**config.mk**
```make
export PLATFORM = sky130hd
export DESIGN_NAME = dual_counter_timer
export DESIGN_NICKNAME = d
export VERILOG_FILES = /design/src/verilog/timer_pkg.sv /design/src/verilog/dual_counter_timer.sv /design/src/verilog/in_sync.sv /design/src/verilog/presc_tick.sv
export SDC_FILE = /design/constraint.sdc
export NUM_CORES = 1
export LEC_CHECK = 0
export ABC_AREA = 1
export BUFFER_PORTS_ARGS = -buffer_cell sky130_fd_sc_hd__buf_2
export CAP_MARGIN = 15
export CELL_PAD_IN_SITES_DETAIL_PLACEMENT = 1
export CELL_PAD_IN_SITES_GLOBAL_PLACEMENT = 2
export CORE_AREA = 2 2 136 138
export DETAILED_ROUTE_END_ITERATION = 8
export DIE_AREA = 0 0 138 140
export PLACE_DENSITY_LB_ADDON = 0.12
export SYNTH_ARGS = -nofsm -noshare
export SYNTH_HDL_FRONTEND = slang
export SYNTH_SLANG_ARGS = --single-unit
```
**constraint.sdc**
```tcl
create_clock -name mclk_i -period 2 [get_ports mclk_i]
set_clock_uncertainty 0.05 [all_clocks]
set_input_delay 0.2 -clock mclk_i [delete_from_list [all_inputs] [get_ports mclk_i]]
set_output_delay 0.2 -clock mclk_i [all_outputs]
set_load 0.02 [all_outputs]
```
**src/verilog/timer_pkg.sv**
```systemverilog
// constants for the dual counter/timer block
// assumes an 8-bit register port and a single system clock
package timer_pkg;

  // register port widths
  localparam int ADDR_W = 4;
  localparam int DATA_W = 8;

  // register offsets
  localparam logic [3:0] ADDR_RUN_FLAG  = 4'h0;
  localparam logic [3:0] ADDR_MODE      = 4'h1;
  localparam logic [3:0] ADDR_CLK_SRC   = 4'h2;
  localparam logic [3:0] ADDR_EXT_CFG   = 4'h3;
  localparam logic [3:0] ADDR_IRQ_EN    = 4'h4;
  localparam logic [3:0] ADDR_LOW_A     = 4'h5;
  localparam logic [3:0] ADDR_HIGH_A    = 4'h6;
  localparam logic [3:0] ADDR_LOW_B     = 4'h7;
  localparam logic [3:0] ADDR_HIGH_B    = 4'h8;

  // run_and_flag_control fields
  localparam int FLAG_B_BIT = 7;
  localparam int RUN_B_BIT  = 6;
  localparam int FLAG_A_BIT = 5;
  localparam int RUN_A_BIT  = 4;

  // counter_mode_control fields
  localparam int MODE_A_LSB = 0;
  localparam int CT_A_BIT   = 2;
  localparam int GATE_A_BIT = 3;
  localparam int MODE_B_LSB = 4;
  localparam int CT_B_BIT   = 6;
  localparam int GATE_B_BIT = 7;

  // clock_source_control fields
  localparam int PRESCALE_LSB = 0;
  localparam int SYSCLK_A_BIT = 3;
  localparam int SYSCLK_B_BIT = 4;

  // ext_input_config and interrupt_enable_reg fields
  localparam int POL_A_BIT   = 3;
  localparam int POL_B_BIT   = 7;
  localparam int IRQEN_A_BIT = 1;
  localparam int IRQEN_B_BIT = 3;

  // reset values
  localparam logic [7:0] REG_RESET = 8'h00;

  // operating modes
  localparam logic [1:0] MODE_13     = 2'h0;
  localparam logic [1:0] MODE_16     = 2'h1;
  localparam logic [1:0] MODE_RELOAD = 2'h2;
  localparam logic [1:0] MODE_SPLIT  = 2'h3;

  // prescaler divide ratios, indexed by prescale_select
  localparam logic [5:0] DIV_SEL0 = 6'h0C;
  localparam logic [5:0] DIV_SEL1 = 6'h04;
  localparam logic [5:0] DIV_SEL2 = 6'h30;
  localparam logic [5:0] DIV_SEL3 = 6'h08;

endpackage
```
**src/verilog/dual_counter_timer.sv**
```systemverilog
// dual legacy counter/timer with register port
// assumes software owns the register port and pins are asynchronous
//
// Contract
// two timers, 16-bit count, byte access
// counter mode counts event pin falls
// events counted up to quarter clock
// event source holds level two cycles
// four modes per timer, independently selected
// 13-bit mode: high byte, low five
// 13-bit wrap sets flag, irq request
// select bit picks pin or internal
// system clock or prescaled clock
// count needs run and gate condition
// run does not clear count
// software loads count before run
// second timer mirrors first, own gate
// 16-bit mode uses all bits
// reload mode: low counts, reloads high
// software presets low byte first
// split: low byte uses first controls
// split: high byte, second run, flag
// split: second timer no flag, pulse
// split: second timer stops in mode3
// irq only when enable bit set
// inputs sampled, fall on high-low
`timescale 1ns/1ps
module dual_counter_timer import timer_pkg::*; (
  // clock and reset
  input  wire logic              mclk_i,
  input  wire logic              resetn_i,
  // register port
  input  wire logic [ADDR_W-1:0] addr_i,
  input  wire logic [DATA_W-1:0] wdata_i,
  input  wire logic              wr_i,
  input  wire logic              rd_i,
  output logic      [DATA_W-1:0] rdata_o,
  // pins
  input  wire logic              event_pin_a_i,
  input  wire logic              event_pin_b_i,
  input  wire logic              ext_gate_input_a_i,
  input  wire logic              ext_gate_input_b_i,
  // requests and overflow pulses
  output logic                   irq_a_o,
  output logic                   irq_b_o,
  output logic                   overflow_pulse_a_o,
  output logic                   overflow_pulse_b_o
);

  logic        run_a_q;
  logic        run_b_q;
  logic        flag_a_q;
  logic        flag_b_q;
  logic [7:0]  counter_mode_control_q;
  logic [7:0]  clock_source_control_q;
  logic [7:0]  ext_input_config_q;
  logic [7:0]  interrupt_enable_reg_q;
  logic [7:0]  lo_a_q;
  logic [7:0]  hi_a_q;
  logic [7:0]  lo_b_q;
  logic [7:0]  hi_b_q;
  logic [7:0]  rdata_q;
  logic [7:0]  rmux;
  logic        irq_a_q;
  logic        irq_b_q;
  logic        ovp_a_q;
  logic        ovp_b_q;
  logic [3:0]  pin_lvl;
  logic [3:0]  pin_fall;
  logic        pre_tick;
  logic [1:0]  mode_a;
  logic [1:0]  mode_b;
  logic        split;
  logic        gate_ok_a;
  logic        gate_ok_b;
  logic        int_a;
  logic        int_b;
  logic        tick_a;
  logic        tick_ah;
  logic        tick_b;
  logic [16:0] nxt_a;
  logic [16:0] nxt_b;
  logic        ovf_a;
  logic        ovf_ah;
  logic        ovf_b;
  logic [15:0] cnt_a;
  logic [15:0] cnt_b;
  logic        wr_ctrl;
  logic        wr_cnt;

  // mode step, overflow on top
  function automatic logic [16:0] step(input logic [1:0] m, input logic [15:0] c);
    logic [12:0] c13;
    logic [15:0] n;
    logic        o;
    c13 = 13'h0000;
    n   = c;
    o   = 1'b0;
    unique case (m)
      MODE_13: begin
        c13 = {c[15:8], c[4:0]} + 13'h0001;
        n   = {c13[12:5], c[7:5], c13[4:0]};
        o   = &{c[15:8], c[4:0]};
      end
      MODE_16: begin
        n = c + 16'h0001;
        o = &c;
      end
      MODE_RELOAD: begin
        n = {c[15:8], (&c[7:0]) ? c[15:8] : c[7:0] + 8'h01};
        o = &c[7:0];
      end
      MODE_SPLIT: begin
        n = {c[15:8], c[7:0] + 8'h01};
        o = &c[7:0];
      end
    endcase
    return {o, n};
  endfunction

  // pin sampling
  in_sync #(.N(4)) u_sync (
    .mclk_i   (mclk_i),
    .resetn_i (resetn_i),
    .in_i     ({ext_gate_input_b_i, ext_gate_input_a_i, event_pin_b_i, event_pin_a_i}),
    .level_o  (pin_lvl),
    .fall_o   (pin_fall)
  );

  presc_tick u_presc (
    .mclk_i   (mclk_i),
    .resetn_i (resetn_i),
    .sel_i    (clock_source_control_q[PRESCALE_LSB +: 2]),
    .tick_o   (pre_tick)
  );

  assign mode_a  = counter_mode_control_q[MODE_A_LSB +: 2];
  assign mode_b  = counter_mode_control_q[MODE_B_LSB +: 2];
  assign split   = (mode_a == MODE_SPLIT);
  assign cnt_a   = {hi_a_q, lo_a_q};
  assign cnt_b   = {hi_b_q, lo_b_q};
  assign wr_ctrl = wr_i & (addr_i == ADDR_RUN_FLAG);
  assign wr_cnt  = wr_i & (addr_i >= ADDR_LOW_A) & (addr_i <= ADDR_HIGH_B);

  // gate passes at configured polarity
  assign gate_ok_a = ~counter_mode_control_q[GATE_A_BIT]
                   | (pin_lvl[2] == ext_input_config_q[POL_A_BIT]);
  // second gate, own polarity
  assign gate_ok_b = ~counter_mode_control_q[GATE_B_BIT]
                   | (pin_lvl[3] == ext_input_config_q[POL_B_BIT]);

  // system or prescaled clock
  assign int_a = clock_source_control_q[SYSCLK_A_BIT] | pre_tick;
  assign int_b = clock_source_control_q[SYSCLK_B_BIT] | pre_tick;

  // pin falls or internal
  assign tick_a = run_a_q & gate_ok_a
                & (counter_mode_control_q[CT_A_BIT] ? pin_fall[0] : int_a);
  // split high byte on second run
  assign tick_ah = split & run_b_q & int_a;
  // second timer run by its mode
  assign tick_b = (mode_b != MODE_SPLIT) & (split ? int_b : run_b_q & gate_ok_b
                & (counter_mode_control_q[CT_B_BIT] ? pin_fall[1] : int_b));

  assign nxt_a  = step(mode_a, cnt_a);
  assign nxt_b  = step(mode_b, cnt_b);
  assign ovf_a  = tick_a & nxt_a[16];
  assign ovf_ah = tick_ah & (&hi_a_q);
  assign ovf_b  = tick_b & nxt_b[16];

  // modes, run keeps count
  always_ff @(posedge mclk_i) begin
    if (!resetn_i) begin
      counter_mode_control_q <= REG_RESET;
      clock_source_control_q <= REG_RESET;
      ext_input_config_q     <= REG_RESET;
      interrupt_enable_reg_q <= REG_RESET;
      run_a_q                <= 1'b0;
      run_b_q                <= 1'b0;
    end else if (wr_i) begin
      unique case (addr_i)
        ADDR_MODE:    counter_mode_control_q <= wdata_i;
        ADDR_CLK_SRC: clock_source_control_q <= wdata_i;
        ADDR_EXT_CFG: ext_input_config_q     <= wdata_i;
        ADDR_IRQ_EN:  interrupt_enable_reg_q <= wdata_i;
        ADDR_RUN_FLAG: begin
          run_a_q <= wdata_i[RUN_A_BIT];
          run_b_q <= wdata_i[RUN_B_BIT];
        end
        default: begin
        end
      endcase
    end
  end

  // overflow flags, set beats clear
  always_ff @(posedge mclk_i) begin
    if (!resetn_i) begin
      flag_a_q <= 1'b0;
      flag_b_q <= 1'b0;
    end else begin
      flag_a_q <= ovf_a | (wr_ctrl ? wdata_i[FLAG_A_BIT] : flag_a_q);
      // split mode second timer sets no flag
      flag_b_q <= (split ? ovf_ah : ovf_b)
                | (wr_ctrl ? wdata_i[FLAG_B_BIT] : flag_b_q);
    end
  end

  // first count, byte writes win
  always_ff @(posedge mclk_i) begin
    if (!resetn_i) begin
      lo_a_q <= REG_RESET;
      hi_a_q <= REG_RESET;
    end else begin
      // increment in selected mode
      if (tick_a) begin
        {hi_a_q, lo_a_q} <= nxt_a[15:0];
      end
      // split high byte independent
      if (tick_ah) begin
        hi_a_q <= hi_a_q + 8'h01;
      end
      if (wr_i && addr_i == ADDR_LOW_A) begin
        lo_a_q <= wdata_i;
      end
      if (wr_i && addr_i == ADDR_HIGH_A) begin
        hi_a_q <= wdata_i;
      end
    end
  end

  // second count, same behaviour
  always_ff @(posedge mclk_i) begin
    if (!resetn_i) begin
      lo_b_q <= REG_RESET;
      hi_b_q <= REG_RESET;
    end else begin
      if (tick_b) begin
        {hi_b_q, lo_b_q} <= nxt_b[15:0];
      end
      if (wr_i && addr_i == ADDR_LOW_B) begin
        lo_b_q <= wdata_i;
      end
      if (wr_i && addr_i == ADDR_HIGH_B) begin
        hi_b_q <= wdata_i;
      end
    end
  end

  // requests gated by enables
  always_ff @(posedge mclk_i) begin
    if (!resetn_i) begin
      irq_a_q <= 1'b0;
      irq_b_q <= 1'b0;
      ovp_a_q <= 1'b0;
      ovp_b_q <= 1'b0;
    end else begin
      irq_a_q <= flag_a_q & interrupt_enable_reg_q[IRQEN_A_BIT];
      irq_b_q <= flag_b_q & interrupt_enable_reg_q[IRQEN_B_BIT];
      ovp_a_q <= ovf_a;
      // overflow still reaches consumers
      ovp_b_q <= ovf_b;
    end
  end

  // read mux, unmapped reads zero
  always_comb begin
    unique case (addr_i)
      ADDR_RUN_FLAG: rmux = {flag_b_q, run_b_q, flag_a_q, run_a_q, 4'h0};
      ADDR_MODE:     rmux = counter_mode_control_q;
      ADDR_CLK_SRC:  rmux = clock_source_control_q;
      ADDR_EXT_CFG:  rmux = ext_input_config_q;
      ADDR_IRQ_EN:   rmux = interrupt_enable_reg_q;
      ADDR_LOW_A:    rmux = lo_a_q;
      ADDR_HIGH_A:   rmux = hi_a_q;
      ADDR_LOW_B:    rmux = lo_b_q;
      ADDR_HIGH_B:   rmux = hi_b_q;
      default:       rmux = 8'h00;
    endcase
  end

  always_ff @(posedge mclk_i) begin
    if (!resetn_i) begin
      rdata_q <= 8'h00;
    end else begin
      rdata_q <= rd_i ? rmux : 8'h00;
    end
  end

  assign rdata_o            = rdata_q;
  assign irq_a_o            = irq_a_q;
  assign irq_b_o            = irq_b_q;
  assign overflow_pulse_a_o = ovp_a_q;
  assign overflow_pulse_b_o = ovp_b_q;
endmodule

```
**src/verilog/in_sync.sv**
```systemverilog
// pin sampler: three flops per input, level and falling-edge pulse
// assumes inputs are asynchronous to mclk_i
`timescale 1ns/1ps
module in_sync import timer_pkg::*; #(
  parameter int N = 4
) (
  // clock and reset
  input  wire logic         mclk_i,
  input  wire logic         resetn_i,
  // pins and results
  input  wire logic [N-1:0] in_i,
  output logic      [N-1:0] level_o,
  output logic      [N-1:0] fall_o
);

  genvar g;
  generate
    for (g = 0; g < N; g++) begin : g_bit
      logic s1_q;
      logic s2_q;
      logic s3_q;
      logic lvl_q;
      logic fall_q;
      always_ff @(posedge mclk_i) begin
        if (!resetn_i) begin
          s1_q <= 1'b1;
          s2_q <= 1'b1;
          s3_q <= 1'b1;
        end else begin
          s1_q <= in_i[g];
          s2_q <= s1_q;
          s3_q <= s2_q;
        end
      end
      // agreed level, falling edge
      always_ff @(posedge mclk_i) begin
        if (!resetn_i) begin
          lvl_q  <= 1'b1;
          fall_q <= 1'b0;
        end else begin
          if (s2_q == s3_q) begin
            lvl_q <= s3_q;
          end
          fall_q <= (s2_q == s3_q) & lvl_q & ~s3_q;
        end
      end
      assign level_o[g] = lvl_q;
      assign fall_o[g]  = fall_q;
    end
  endgenerate

endmodule

```
**src/verilog/presc_tick.sv**
```systemverilog
// prescaled clock: one-cycle enable at the selected divide ratio
// assumes a single system clock
`timescale 1ns/1ps
module presc_tick import timer_pkg::*; (
  // clock and reset
  input  wire logic       mclk_i,
  input  wire logic       resetn_i,
  // ratio select and enable out
  input  wire logic [1:0] sel_i,
  output logic            tick_o
);

  logic [5:0] div;
  logic [5:0] cnt_q;
  logic       tick_q;

  always_comb begin
    unique case (sel_i)
      2'h0: div = DIV_SEL0;
      2'h1: div = DIV_SEL1;
      2'h2: div = DIV_SEL2;
      2'h3: div = DIV_SEL3;
    endcase
  end

  // prescaled clock enable
  always_ff @(posedge mclk_i) begin
    if (!resetn_i) begin
      cnt_q  <= 6'h00;
      tick_q <= 1'b0;
    end else begin
      tick_q <= (cnt_q >= div - 6'h01);
      if (cnt_q >= div - 6'h01) begin
        cnt_q <= 6'h00;
      end else begin
        cnt_q <= cnt_q + 6'h01;
      end
    end
  end

  assign tick_o = tick_q;

endmodule

```
**Word level (Yosys, flattened, before mapping)**

Cells that the tools add are included.

- Bitwise logic cells: 28
- $add $sub $neg: 9
- Eq/ne operators: 30
- Multiplexer cells: 23
- Order comparisons: 1
- Reductions and logical operators: 32

Operators by type and width:

| kind | count |
|---|---|
| 16-bit one-hot mux with 4 select lines | 2 |
| 8-bit two-way mux | 11 |
| 8-bit one-hot mux with 9 select lines | 1 |
| 16-bit by 1-bit adder with 16-bit output, second input constant | 2 |
| 16-bit AND reduction | 2 |
| 13-bit by 1-bit adder with 13-bit output, second input constant | 2 |
| 13-bit AND reduction | 2 |
| 8-bit by 1-bit adder with 8-bit output, second input constant | 3 |
| 6-bit one-hot mux with 4 select lines | 1 |
| 8-bit AND reduction | 3 |
| 1-bit AND | 17 |
| 4-bit by 3-bit == test with 1-bit output, second input constant | 4 |
| 2-bit AND reduction | 8 |
| 2-bit == test, second input constant | 6 |
| 2-bit != test, second input constant | 5 |
| 4-bit by 2-bit == test with 1-bit output, second input constant | 2 |
| 6-bit by 1-bit adder with 6-bit output, second input constant | 1 |
| 1-bit == test | 6 |
| 2-bit by 1-bit == test with 1-bit output, second input constant | 3 |
| 6-bit greater-or-equal comparator | 1 |
| 2-bit zero test | 3 |
| 1-bit two-way mux | 6 |
| 1-bit OR | 6 |
| 1-bit one-hot mux with 3 select lines | 2 |
| other kinds (12) | 24 |

- Flip-flop bits (word level): 105
- Output and inout port bits: 12
- Bits of input ports: 20
- Logic and storage cells: 162

**Depth between registers and ports, before layout**

Gate-level depths: netlist (run 1).

- Depth after elaboration: 9
- Mapped depth: 12
- Gate-level depth less buffers: 12

**Hierarchy**

From an unflattened synthesis (run 1), not the netlist that was laid out.

- Cells, all modules: 960
- Area, all modules: 6353.6 um^2

By module, submodules not included:

| module | cells each | instances | area an instance (um^2) | sequential area each (um^2) |
|---|---|---|---|---|
| dual_counter_timer | 852 | 1 | 5335.1 | 1601.5 |
| in_sync | 62 | 1 | 640.6 | 400.4 |
| presc_tick | 46 | 1 | 377.9 | 140.1 |

**Worst setup path before layout (run 1)**

Ideal clock, no wire load.

- Path type: register to register
- Start: register lo_b_q[0]
- End: register hi_b_q[7]
- Required time: 1832 ps
- Stages on the path, launching flop included: 11
- Setup time: 118 ps
- Period minus slack after synthesis: 1569 ps
- Arrival: 1401 ps
- Slack: 431 ps
- Path buffers: 0
- Cell sequence: dfxtp_1 ha_1 nand2_2 nor2_8 nand2_4 nor2_4 nand2_2 o21ai_2 nor2_1 nor2_1 a21oi_1

- Longest elaborated chain between the ends: 4
- Elaborated cells between the ends (all ways): 5
- Those cells by class: add/sub: 2; mux: 3

Ends and longest elaborated chain:

| item | line | text |
|---|---|---|
| start: declaration | dual_counter_timer.sv:60 | `logic [7:0] lo_b_q;` |
| start signal: assignment | dual_counter_timer.sv:239 | `{hi_b_q, lo_b_q} <= nxt_b[15:0];` |
| start signal: assignment | dual_counter_timer.sv:242 | `lo_b_q <= wdata_i;` |
| 16-bit by 1-bit adder with 16-bit output or 13-bit by 1-bit adder with 13-bit output (tied branches) | dual_counter_timer.sv:106, dual_counter_timer.sv:101 |  |
| 16-bit one-hot mux with 4 select lines * | dual_counter_timer.sv:99 | `unique case (m)` |
| 8-bit two-way mux * | dual_counter_timer.sv:238 | `if (tick_b) begin` |
| 8-bit two-way mux * | dual_counter_timer.sv:244 | `if (wr_i && addr_i == ADDR_HIGH_B) begin` |
| end signal: assignment | dual_counter_timer.sv:239 |  |
| end signal: assignment | dual_counter_timer.sv:245 | `hi_b_q <= wdata_i;` |
| end: declaration | dual_counter_timer.sv:61 | `logic [7:0] hi_b_q;` |

Every way passes the cells marked *; elsewhere a longest branch is shown, timed or not. The select of a mux whose other input is x is not followed.
A chain may end at the register's enable or synchronous reset.

**Worst setup path in the final report (run 1)**

- Start: register lo_b_q[1]
- End: register flag_b_q

- Longest elaborated chain between the ends: 5
- Elaborated cells between the ends (all ways): 7
- Those cells by class: mux: 2; bitwise: 2; reduce/logical: 3

Ends and longest elaborated chain:

| item | line | text |
|---|---|---|
| 16-bit AND reduction, or another cell as far along | dual_counter_timer.sv:107 | `o = &c;` |
| 1-bit one-hot mux with 3 select lines * | dual_counter_timer.sv:99 |  |
| 1-bit AND * | dual_counter_timer.sv:169 | `assign ovf_b = tick_b & nxt_b[16];` |
| 1-bit two-way mux * | dual_counter_timer.sv:204 | `flag_b_q <= (split ? ovf_ah : ovf_b)` |
| 1-bit OR * | dual_counter_timer.sv:205 | `\| (wr_ctrl ? wdata_i[FLAG_B_BIT] : flag_b_q);` |
| end signal: assignment | dual_counter_timer.sv:204 |  |
| end: declaration | dual_counter_timer.sv:53 | `logic flag_b_q;` |

Every way passes the cells marked *; elsewhere a longest branch is shown, timed or not.

==> summary.txt, run 1 <==
Status
  – Status: completed

GRT
  – First-pass GRT wire length: 36.3 mm
  – Total GRT Usage: 23.9%
  – Number of global-route vias before repair: 6,426
  – Largest net degree at the start of global routing: 24
  – Total gr overflow: 0
  – Initial antenna violation count: 0

Clock tree
  – CTS tree: built
  – Clock sinks: 105
  – Worst skew pair latency: 360 ps
  – Maximum clock path buffer count: 2
  – CTS H-tree lvls: 3
  – Post-CTS setup buffers: 0
  – Worst-path clk slew: around 80 ps
  – Clock root buffer: clkbuf_16
  – CTS Buf Count: 9

Layout
  – Fill count: 2,339
  – Fraction of layout cells with a size suffix above 1: about 16%
  – Final Instance Area: 0.00688 sq mm
  – Final core occ: 38.7%
  – Area Overhead vs Synth: 12.5%
  – Final #Nets: 960
  – Non-Filler Instances: 1,166
  – Antenna cell count: 0

Floorplanning
  – Ports: 32
  – Die area: just under 0.02 sq mm
  – Row cnt: around 50
  – Core area: 0.0178 sq mm
  – Starting Density: 34.4%
  – Die extent in x: 138 um
  – Die height: 140 um

Setup path
  – CP endpoint kind: register
  – CP Max Fanout: 6
  – CP max-delay cell: dfxtp_1
  – Crit path required time: 2240 ps
  – Kind of critical path: reg2reg
  – Worst Path Arrival: 2070 ps
  – Startpoint type of the worst setup path: register
  – Top delay family on crit path: simple AND/OR/NAND/NOR gates
  – Crit path largest cell delay: 420 ps
  – Crit-path most repeated cell: nand2_2
  – CP Buf/Inv Count: 0
  – Crit-path cells: ha_1 > nand2_2 > nor2_8 > nand2_4 > nor2_4 > nand2_2 > o21ai_2 > nand3_1 > o21ai_1

Route
  – DRC violations left: 0
  – Routed vias: ~6,200
  – TritonRoute pass-1 iters: 4
  – Routed length per instance: between 15 and 20 um
  – Via/cell ratio: 5.29
  – Post-route ant nets: 0
  – WL final: 22.6 mm
  – Starting DRT DRC Count: 299

Placed design
  – Placed inst area: about 0.0065 sq mm
  – PortBufs: 31
  – DP Wirelength: about 17 mm
  – Pre-CTS setup slack: 162 ps
  – Placer congestion estimate: 0.889
  – Placed Cells: 1,146

Min path
  – Worst hold path type: in2reg

STA
  – Pins over their slew limit: 0
  – FMAX: 546 MHz
  – RSZ-0062 raised after global routing: no
  – Relative slew slack: slightly above 60%
  – Tmin final: approximately 1800 ps
  – Final hold violations: 0
  – Final setup fails: 0
  – Fin Setup TNS: 0 ps
  – Final WS setup: 168 ps
  – Final Cycle Share: about nine tenths
  – Worst-Margin Slew: 585 ps

Run
  – Maximum Capacitance Violations: 0

Synth
  – Mapped cell area: 0.00611 sq mm
  – Synth Register Bits: 105
  – Share of the yosys chip area belonging to registers: 34.4%
  – Gate Count Post-Synth: 896
  – Avg Cell Area, Syn: 6.82 sq um
  – Unique masters post-synth: 45
  – Yosys warnings: 0
  – Synthesized Nets: 924

Pwr
  – Combinational Power Share: 8.5%
  – Sw frac: approximately 28%
  – P_int: 3.12 mW
  – Pwr per Cell Area: 632 mW/mm^2
  – Switching pwr: 1.23 mW
  – Sequential share of power: 49.9%
  – LEAKAGE: 2.75 nW
  – Peak VDD IR: around 0.46 mV
  – Clk pwr share: between 40% and 50%
-- cells in the mapped netlist (all sizes together) --
master / instances / area, sq um
nand3: 71 / 393
or2: 14 / 87.6
xor2: 10 / 87.6
o211ai: 10 / 80.1
dfxtp: 105 / 2100
inv: 108 / 405
o21bai: 7 / 52.6
a211oi: 2 / 15.0
xnor2: 3 / 26.3
o21ai: 91 / 463
nor3: 15 / 80.1
ha: 8 / 100
nand3b: 1 / 7.51
nand4: 11 / 75.1
a31oi: 9 / 56.3
buf: 15 / 100
a21oi: 88 / 459
clkinv: 1 / 3.75
nor4: 1 / 6.26
a311oi: 1 / 8.76
conb: 1 / 3.75
clkbuf: 14 / 52.6
nand2: 203 / 835
o221ai: 2 / 17.5
nor2: 85 / 468
o22ai: 20 / 125
-- through the flow --
stage | hold WS [ps] | power [mW]
after floorplan | 257 | 2.42
after global placement | 334 | 2.57
after global routing | 204 | 4.52
after CTS | 172 | 4.39
final | 183 | 4.35
after detailed placement | 342 | 2.58
-- kinds of logic (layout without fill, tap and decap cells) --
kind of cell | Yosys count | count (layout) | synth area share [%]
simple gates | 401 | 401 | 31.9
compound gates | 230 | 230 | 20.9
buf+inv | 138 | 179 | 9.19
flops | 105 | 105 | 34.4
xor+xnor | 13 | 13 | 1.86
fa+ha+maj | 8 | 8 | 1.64
other cells | 1 | 1 | 0.0614
-- power by group through the flow --
stage | logic (mW) | registers [mW] | clock network, mW
floorplan | 0.215 | 2.20 | 0
global placement | 0.354 | 2.21 | 0
detailed placement | 0.359 | 2.22 | 0
CTS | 0.367 | 2.17 | 1.86
global route | 0.407 | 2.17 | 1.94
finish | 0.369 | 2.17 | 1.81
-- tightest hold or removal path, delay by kind of cell --
kind            cells  cell delay, ps
buf+inv             1             180
simple gates        1             110
compound gates      1              60
-- per-layer routing --
| layer | global-route usage (%) | routed length [um] | vias up |
|---|---|---|---|
| met3 | 3.42 | 803 | 40 |
| met2 | 39.6 | 10400 | 125 |
| met5 | 0 | 0 | - |
| met4 | 9.29 | 742 | 0 |
| li1 | - | - | 3045 |
| met1 | 31.5 | 10600 | 2953 |
-- placed cells by master (no fill, tap or decap), drive strengths merged, types with 2 or more instances in the layout --
cell type / count
nand2: 203
inv: 113
dfxtp: 105
o21ai: 91
a21oi: 88
nor2: 85
nand3: 71
buf: 50
o22ai: 20
nor3: 15
or2: 14
nand4: 11
xor2: 10
o211ai: 10
clkbuf: 10
a31oi: 9
ha: 8
o21bai: 7
dlygate4sd3: 4
xnor2: 3
o221ai: 2
a211oi: 2
-- layout make-up --
cell class	instances	area, sq um	area share [%]
multi-input cells	653	3450	50.2
repair buffers	54	338	4.91
well taps	229	287	4.17
flip-flops and latches	105	2110	30.6
inverters	109	409	5.95
clock inverters	6	56.3	0.819
clock buffers	10	229	3.33
-- final timing paths --
| kind | to | slack, ps | depth (start not counted) | startpoint |
|---|---|---|---|---|
| worst max-delay path | flag_b_q | 170 | 9 | lo_b_q[1] |
| worst max register to register | flag_b_q | 170 | 9 | lo_b_q[1] |
| worst min-delay path | interrupt_enable_reg_q[6] | 180 | 3 | wdata_i[6] |
| worst min register to register | u_sync.g_bit[2].s2_q | 370 | 1 | u_sync.g_bit[2].s1_q |
-- flip-flops by register name, summed over array words and instances (netlist names), 2 cells and up --
register,flops
u_sync.g_bit.lvl_q,4
rdata_o,8
u_presc.cnt_q,6
u_sync.g_bit.fall_q,2
ext_input_config_q,8
interrupt_enable_reg_q,8
u_sync.g_bit.s3_q,4
hi_a_q,8
lo_b_q,8
counter_mode_control_q,8
lo_a_q,8
u_sync.g_bit.s2_q,4
hi_b_q,8
clock_source_control_q,8
u_sync.g_bit.s1_q,4
-- timing repair --
| action | CTS | global route |
|---|---|---|
| hold buffers | 4 | 0 |
| endpoints found under the setup margin | 0 | 8 |
| endpoints found under the hold margin | 4 | 0 |
| gates resized for setup | 0 | 6 |
(Power assumes the default switching activity.)
==> run 2: changes to the inputs <==
- CORE_AREA: 2 2 136 138 -> 2 2 190 99
- DIE_AREA: 0 0 138 140 -> 0 0 192 101
- RECOVER_POWER: default -> 25
==> run 2 against run 1 <==
The run now ends with max-capacitance violations, max-slew violations left. Register-to-register slack worse by 60 ps. Largest power group unchanged. Non-clock buffer count is 6 higher. Sequential share of layout area down 0.41 points. Largest cell class unchanged. Cell count grew 1.5%. Sequential power barely moved.
==> summary.txt, run 2 (same netlist as run 1, synthesis figures left out) <==
STA
  – Relative slew slack: -4.65% (was 61.0%)
  – Fin Setup TNS: 0 ps (unchanged)
  – RSZ-0062 raised after global routing: no (unchanged)
  – Final hold violations: 0 (unchanged)
  – Hold_ws: 146 ps (was 183 ps)
  – Tmin final: 1900 ps (was 1830 ps)
  – Final setup fails: 0 (unchanged)
  – Final Cycle Share: 94.8% (was 91.6%)
  – Pins over their slew limit: 34 (was 0)
  – FMAX: 527 MHz (was 546 MHz)
  – Final WS setup: 104 ps (was 168 ps)
  – Worst-Margin Slew: 1570 ps (was 585 ps)

Setup path
  – Crit path required time: 2240 ps (about the same)
  – CP endpoint kind: register (unchanged)
  – Crit-path cells: ha_1 > nand2_1 > inv_1 > nand2_1 > o21ai_0 > nand2_1 > nand2_1 > nand3_1 > o21ai_0 (was ha_1 > nand2_2 > nor2_8 > nand2_4 > nor2_4 > nand2_2 > o21ai_2 > nand3_1 > o21ai_1)
  – Worst Path Arrival: 2140 ps (was 2070 ps)
  – Crit-path most repeated cell: nand2_1 (was nand2_2)
  – Startpoint type of the worst setup path: register (unchanged)
  – Kind of critical path: reg2reg (unchanged)
  – CP Max Fanout: 5 (was 6)
  – Reg2Reg Depth: 9 (unchanged)
  – Crit path largest cell delay: 430 ps (was 420 ps)
  – CP max-delay cell: dfxtp_1 (unchanged)

Route
  – Met3 WL: 1.36 mm (was 803 um)
  – Met1 Wirelength: 13.4 mm (was 10.6 mm)
  – WL met2: 9.45 mm (was 10.4 mm)
  – Post-route ant nets: 0 (unchanged)
  – Routed length per instance: 20.8 um (was 19.4 um)
  – TritonRoute pass-1 iters: 5 (was 4)
  – Routed vias: 6,402 (was 6,163)
  – WL final: 24.6 mm (was 22.6 mm)
  – Via/cell ratio: 5.41 (was 5.29)
  – DRC violations left: 0 (unchanged)
  – Starting DRT DRC Count: 445 (was 299)
  – Highest Signal Layer: met4 (unchanged)

Placed design
  – DP Wirelength: 19.0 mm (was 17.2 mm)
  – Pre-CTS setup slack: 99.4 ps (was 162 ps)
  – PortBufs: 31 (unchanged)
  – Placed inst area: 0.00661 sq mm (was 0.00654 sq mm)
  – Placer congestion estimate: 0.934 (was 0.889)
  – Placed Cells: 1,163 (was 1,146)

GRT
  – Number of global-route vias before repair: 6,335 (was 6,426)
  – First-pass GRT wire length: 37.9 mm (was 36.3 mm)
  – Largest net degree at the start of global routing: 34 (was 24)
  – Total gr overflow: 0 (unchanged)
  – Initial antenna violation count: 0 (unchanged)
  – Total GRT Usage: 26.5% (was 23.9%)

Layout
  – Fraction of layout cells with a size suffix above 1: 15.9% (was 16.2%)
  – Final core occ: 39.0% (was 38.7%)
  – Final #Nets: 966 (was 960)
  – Final Instance Area: 0.00697 sq mm (was 0.00688 sq mm)
  – Commonest non-fill, non-tap cell in the layout: nand2_1 (unchanged)
  – Area Overhead vs Synth: 14.0% (was 12.5%)
  – Fill count: 2,319 (was 2,339)
  – Commonest cells after routing, fill and taps aside: nand2_1 (183), dfxtp_1 (102), inv_1 (97) (unchanged)
  – Non-Filler Instances: 1,183 (was 1,166)
  – Antenna cell count: 0 (unchanged)

Clock tree
  – CTS H-tree lvls: 3 (unchanged)
  – CTS Buf Count: 9 (unchanged)
  – Worst skew pair latency: 380 ps (was 360 ps)
  – Clock root buffer: clkbuf_16 (unchanged)
  – Worst-path clk slew: 80 ps (about the same)
  – Maximum clock path buffer count: 2 (unchanged)
  – CTS tree: built (unchanged)
  – Clock sinks: 105 (unchanged)

Run
  – Maximum Capacitance Violations: 1 (was 0)

Status
  – Violated checks: max-capacitance violations, max-slew violations
  – Status: complete, but fails checks (was completed)

Pwr
  – Pwr per Cell Area: 640 mW/mm^2 (was 632 mW/mm^2)
  – Power Total: 4.46 mW (was 4.35 mW)
  – LEAKAGE: 2.75 nW (about the same)
  – Peak VDD IR: 0.424 mV (was 0.464 mV)

Floorplanning
  – Starting Density: 34.2% (was 34.4%)
  – Die height: 101 um (was 140 um)
  – Row cnt: 35 (was 49)
  – Core area: 0.0179 sq mm (was 0.0178 sq mm)
  – Ports: 32 (unchanged)
  – Die area: 0.0194 sq mm (was 0.0193 sq mm)
  – Die extent in x: 192 um (was 138 um)

Min path
  – Worst hold path type: in2reg (unchanged)
  – Hold Path Depth: 3 (unchanged)
run 2: cell count changes in the layout (fill, tap and decap cells not counted), moves of 2 or more:
cell | previous run | this run
inv_8 | 2 | 0
buf_4 | 19 | 23
nor2_4 | 10 | 12
clkbuf_1 | 1 | 9
nor2_2 | 10 | 8
buf_2 | 31 | 23
run 2: cell type report:
class / count / area (sq um) / area share [%]
Multi-Input combinational cell: 653 / 3470 / 49.8
Sequential cell: 105 / 2110 / 30.2
Inverter: 109 / 409 / 5.87
Timing Repair Buffer: 60 / 382 / 5.48
Tap cell: 240 / 300 / 4.31
Clock buffer: 9 / 225 / 3.23
Clock inverter: 7 / 76.3 / 1.10
run 2: routing by layer:
layer	up-vias	track usage, %
met5	-	0
met4	0	6.69
met3	24	5.19
met2	154	36.7
met1	3165	40.9
li1	3059	-
run 2: worst max-delay path, delay by kind of cell, from the launching register on:
kind / cells / cell delay, ps
and+or+nand+nor: 5 / 510
AOI/OAI and AO/OA: 2 / 450
DFF: 1 / 430
adders and majority gates: 1 / 270
buffers and inverters: 1 / 110
run 2: final timing paths:
check                        from                   endpoint  slack (ps)
max                     hi_a_q[0]                   flag_a_q         100
min                      resetn_i  clock_source_control_q[4]         150
max reg2reg             hi_a_q[0]                   flag_a_q         100
min reg2reg  u_sync.g_bit[2].s1_q       u_sync.g_bit[2].s2_q         370
run 2: repair_timing:
action,CTS,global route
buffers inserted,0,0
gates resized for setup,0,8
hold buffers,4,0
hold endpoints to repair,4,0
endpoints found under the setup margin,0,15
run 2: power breakdown:
part           internal, mW  total (mW)  switching (mW)
combinational         0.112       0.387           0.276
clock                 0.984        1.90           0.918
sequential             2.13        2.17          0.0378
==> run 3: changes to the inputs <==
==> constraint.sdc (replaced) <==
create_clock -name mclk_i -period 2 [get_ports mclk_i]
set_clock_uncertainty 0.05 [all_clocks]
set_input_delay 0.1 -clock mclk_i [delete_from_list [all_inputs] [get_ports mclk_i]]
set_output_delay 0.1 -clock mclk_i [all_outputs]
set_load 0.02 [all_outputs]
==> run 3 against run 2 <==
Non-clock buffer count increased by 2. The run now ends clean. Highest routed layer unchanged. Critical path type unchanged. Wire length increased by 1.5%. Total power decreased by 1.9%. Clock power decreased by 4%.
==> summary.txt, run 3 (same netlist as run 1, synthesis figures left out) <==
Route
  – Routed length per instance: 21.1 um (was 20.8 um)
  – Starting DRT DRC Count: 516 (was 445)
  – DRC violations left: 0 (unchanged)
  – WL final: 24.9 mm (was 24.6 mm)
  – Via/cell ratio: 5.46 (was 5.41)
  – Post-route ant nets: 0 (unchanged)
  – Routed vias: 6,454 (was 6,402)
  – TritonRoute pass-1 iters: 5 (unchanged)

Min path
  – Worst hold path type: in2reg (unchanged)
  – Hold Path Depth: 3 (unchanged)

Layout
  – Commonest cells after routing, fill and taps aside: nand2_1 (187), dfxtp_1 (102), inv_1 (99) (was nand2_1 (183), dfxtp_1 (102), inv_1 (97))
  – Fraction of layout cells with a size suffix above 1: 14.7% (was 15.9%)
  – Antenna cell count: 0 (unchanged)
  – Fill count: 2,332 (was 2,319)
  – Commonest non-fill, non-tap cell in the layout: nand2_1 (unchanged)
  – Non-Filler Instances: 1,183 (unchanged)
  – Area Overhead vs Synth: 13.5% (was 14.0%)
  – Final #Nets: 968 (was 966)

Pwr
  – Pwr per Cell Area: 631 mW/mm^2 (was 640 mW/mm^2)
  – Peak VDD IR: 0.428 mV (was 0.424 mV)
  – LEAKAGE: 2.73 nW (was 2.75 nW)

STA
  – FMAX: 533 MHz (was 527 MHz)
  – Final setup fails: 0 (unchanged)
  – Final Cycle Share: 93.8% (was 94.8%)
  – Tmin final: 1880 ps (was 1900 ps)
  – Worst-Margin Slew: 799 ps (was 1570 ps)
  – Final hold violations: 0 (unchanged)
  – Relative slew slack: 46.4% (was -4.65%)
  – Hold_ws: 75.8 ps (was 146 ps)
  – Pins over their slew limit: 0 (was 34)
  – Fin Setup TNS: 0 ps (unchanged)

Floorplanning
  – Row cnt: 35 (unchanged)
  – Core area: 0.0179 sq mm (unchanged)
  – Starting Density: 34.2% (unchanged)
  – Ports: 32 (unchanged)
  – Die extent in x: 192 um (unchanged)
  – Die height: 101 um (unchanged)
  – Die area: 0.0194 sq mm (unchanged)

Setup path
  – CP endpoint kind: register (unchanged)
  – Worst Path Arrival: 2060 ps (was 2140 ps)
  – Startpoint type of the worst setup path: register (unchanged)
  – CP Max Fanout: 6 (was 5)
  – Reg2Reg Depth: 10 (was 9)
  – Crit path required time: 2190 ps (was 2240 ps)
  – Kind of critical path: reg2reg (unchanged)

GRT
  – Initial antenna violation count: 0 (unchanged)
  – Number of global-route vias before repair: 6,354 (was 6,335)
  – First-pass GRT wire length: 38.3 mm (was 37.9 mm)
  – Total GRT Usage: 26.7% (was 26.5%)
  – Total gr overflow: 0 (unchanged)
  – Largest net degree at the start of global routing: 49 (was 34)

Run
  – Maximum Capacitance Violations: 0 (was 1)

Clock tree
  – Worst skew pair latency: 370 ps (was 380 ps)
  – Clock sinks: 105 (unchanged)
  – Worst-path clk slew: 80 ps (about the same)
  – CTS tree: built (unchanged)
  – Clock root buffer: clkbuf_16 (unchanged)
  – Maximum clock path buffer count: 2 (unchanged)
  – CTS H-tree lvls: 3 (unchanged)
  – CTS Buf Count: 9 (unchanged)

Placed design
  – Placer congestion estimate: 0.905 (was 0.934)
  – PortBufs: 31 (unchanged)
  – DP Wirelength: 19.0 mm (about the same)
  – Placed Cells: 1,162 (was 1,163)

Status
  – Status: completed (was complete, but fails checks)
[run 3: cell count changes in the layout (fill, tap and decap cells not counted), sizes merged]
| cell | change |
|---|---|
| buf | -3 |
| clkbuf | +5 |
| inv | -4 |
| clkinv | +2 |
[run 3: worst max-delay path, cell delays in order (launching register included)]
cell     delay, ps
dfxtp_2        390
ha_1           190
nand2_2        120
nor2_8         160
nand2_4         90
nor2_4         200
nand2_2         90
o21ai_2        150
nor2_1          80
nor2_1         130
a21oi_1         90
[run 3: routing by layer]
layer	wire length, um	part of all wire, %	track usage [%]	vias to the layer above
met5	0	0	0	-
met4	395	1.6	6.17	0
met3	1860	7.5	6.20	26
met2	9820	39	38.5	200
met1	12900	52	39.9	3167
li1	-	-	-	3061
[run 3: what timing repair did]
action,4_1_cts,5_1_grt
endpoints found under the setup margin,0,15
setup buffers,0,3
hold buffers,4,0
resized for setup,0,10
hold endpoints to repair,4,0
[run 3: power by group]
part	switching, mW	internal (mW)	total [mW]	leakage, nW
Clock	0.866	0.959	1.82	0.133
Combinational	0.272	0.110	0.382	1.75
Sequential	0.0378	2.13	2.17	0.852
Total	1.18	3.20	4.38	2.73
[run 3: through the flow]
stage                     setup WS [ps]  power (mW)  area, sq um  utilization [%]
final                               125        4.38         6940             38.8
after global routing              -1.13        4.53         6940             38.8
after CTS                          43.2        4.42         6930             38.8
after detailed placement           66.2        2.59         6610             37.0
after global placement              198        2.58         6610             37.0
after floorplan                     431        2.42         6110                -
[run 3: path summary, 6_finish.rpt]
check	start	end	slack, ps
setup / recovery	lo_b_q[1]	hi_b_q[7]	120
hold / removal	wdata_i[1]	lo_a_q[1]	80
setup reg to reg	lo_b_q[1]	hi_b_q[7]	120
hold reg to reg	u_sync.g_bit[0].s1_q	u_sync.g_bit[0].s2_q	360
[run 3: final cells by class]
cell class	instances	area, sq um	share of cell area (%)
clock buffer	9	225	3.25
clock inverter	5	58.8	0.848
inverter	109	409	5.90
multi-input combinational	653	3440	49.7
sequential	105	2110	30.4
tap	240	300	4.33
timing repair buffer	62	393	5.66
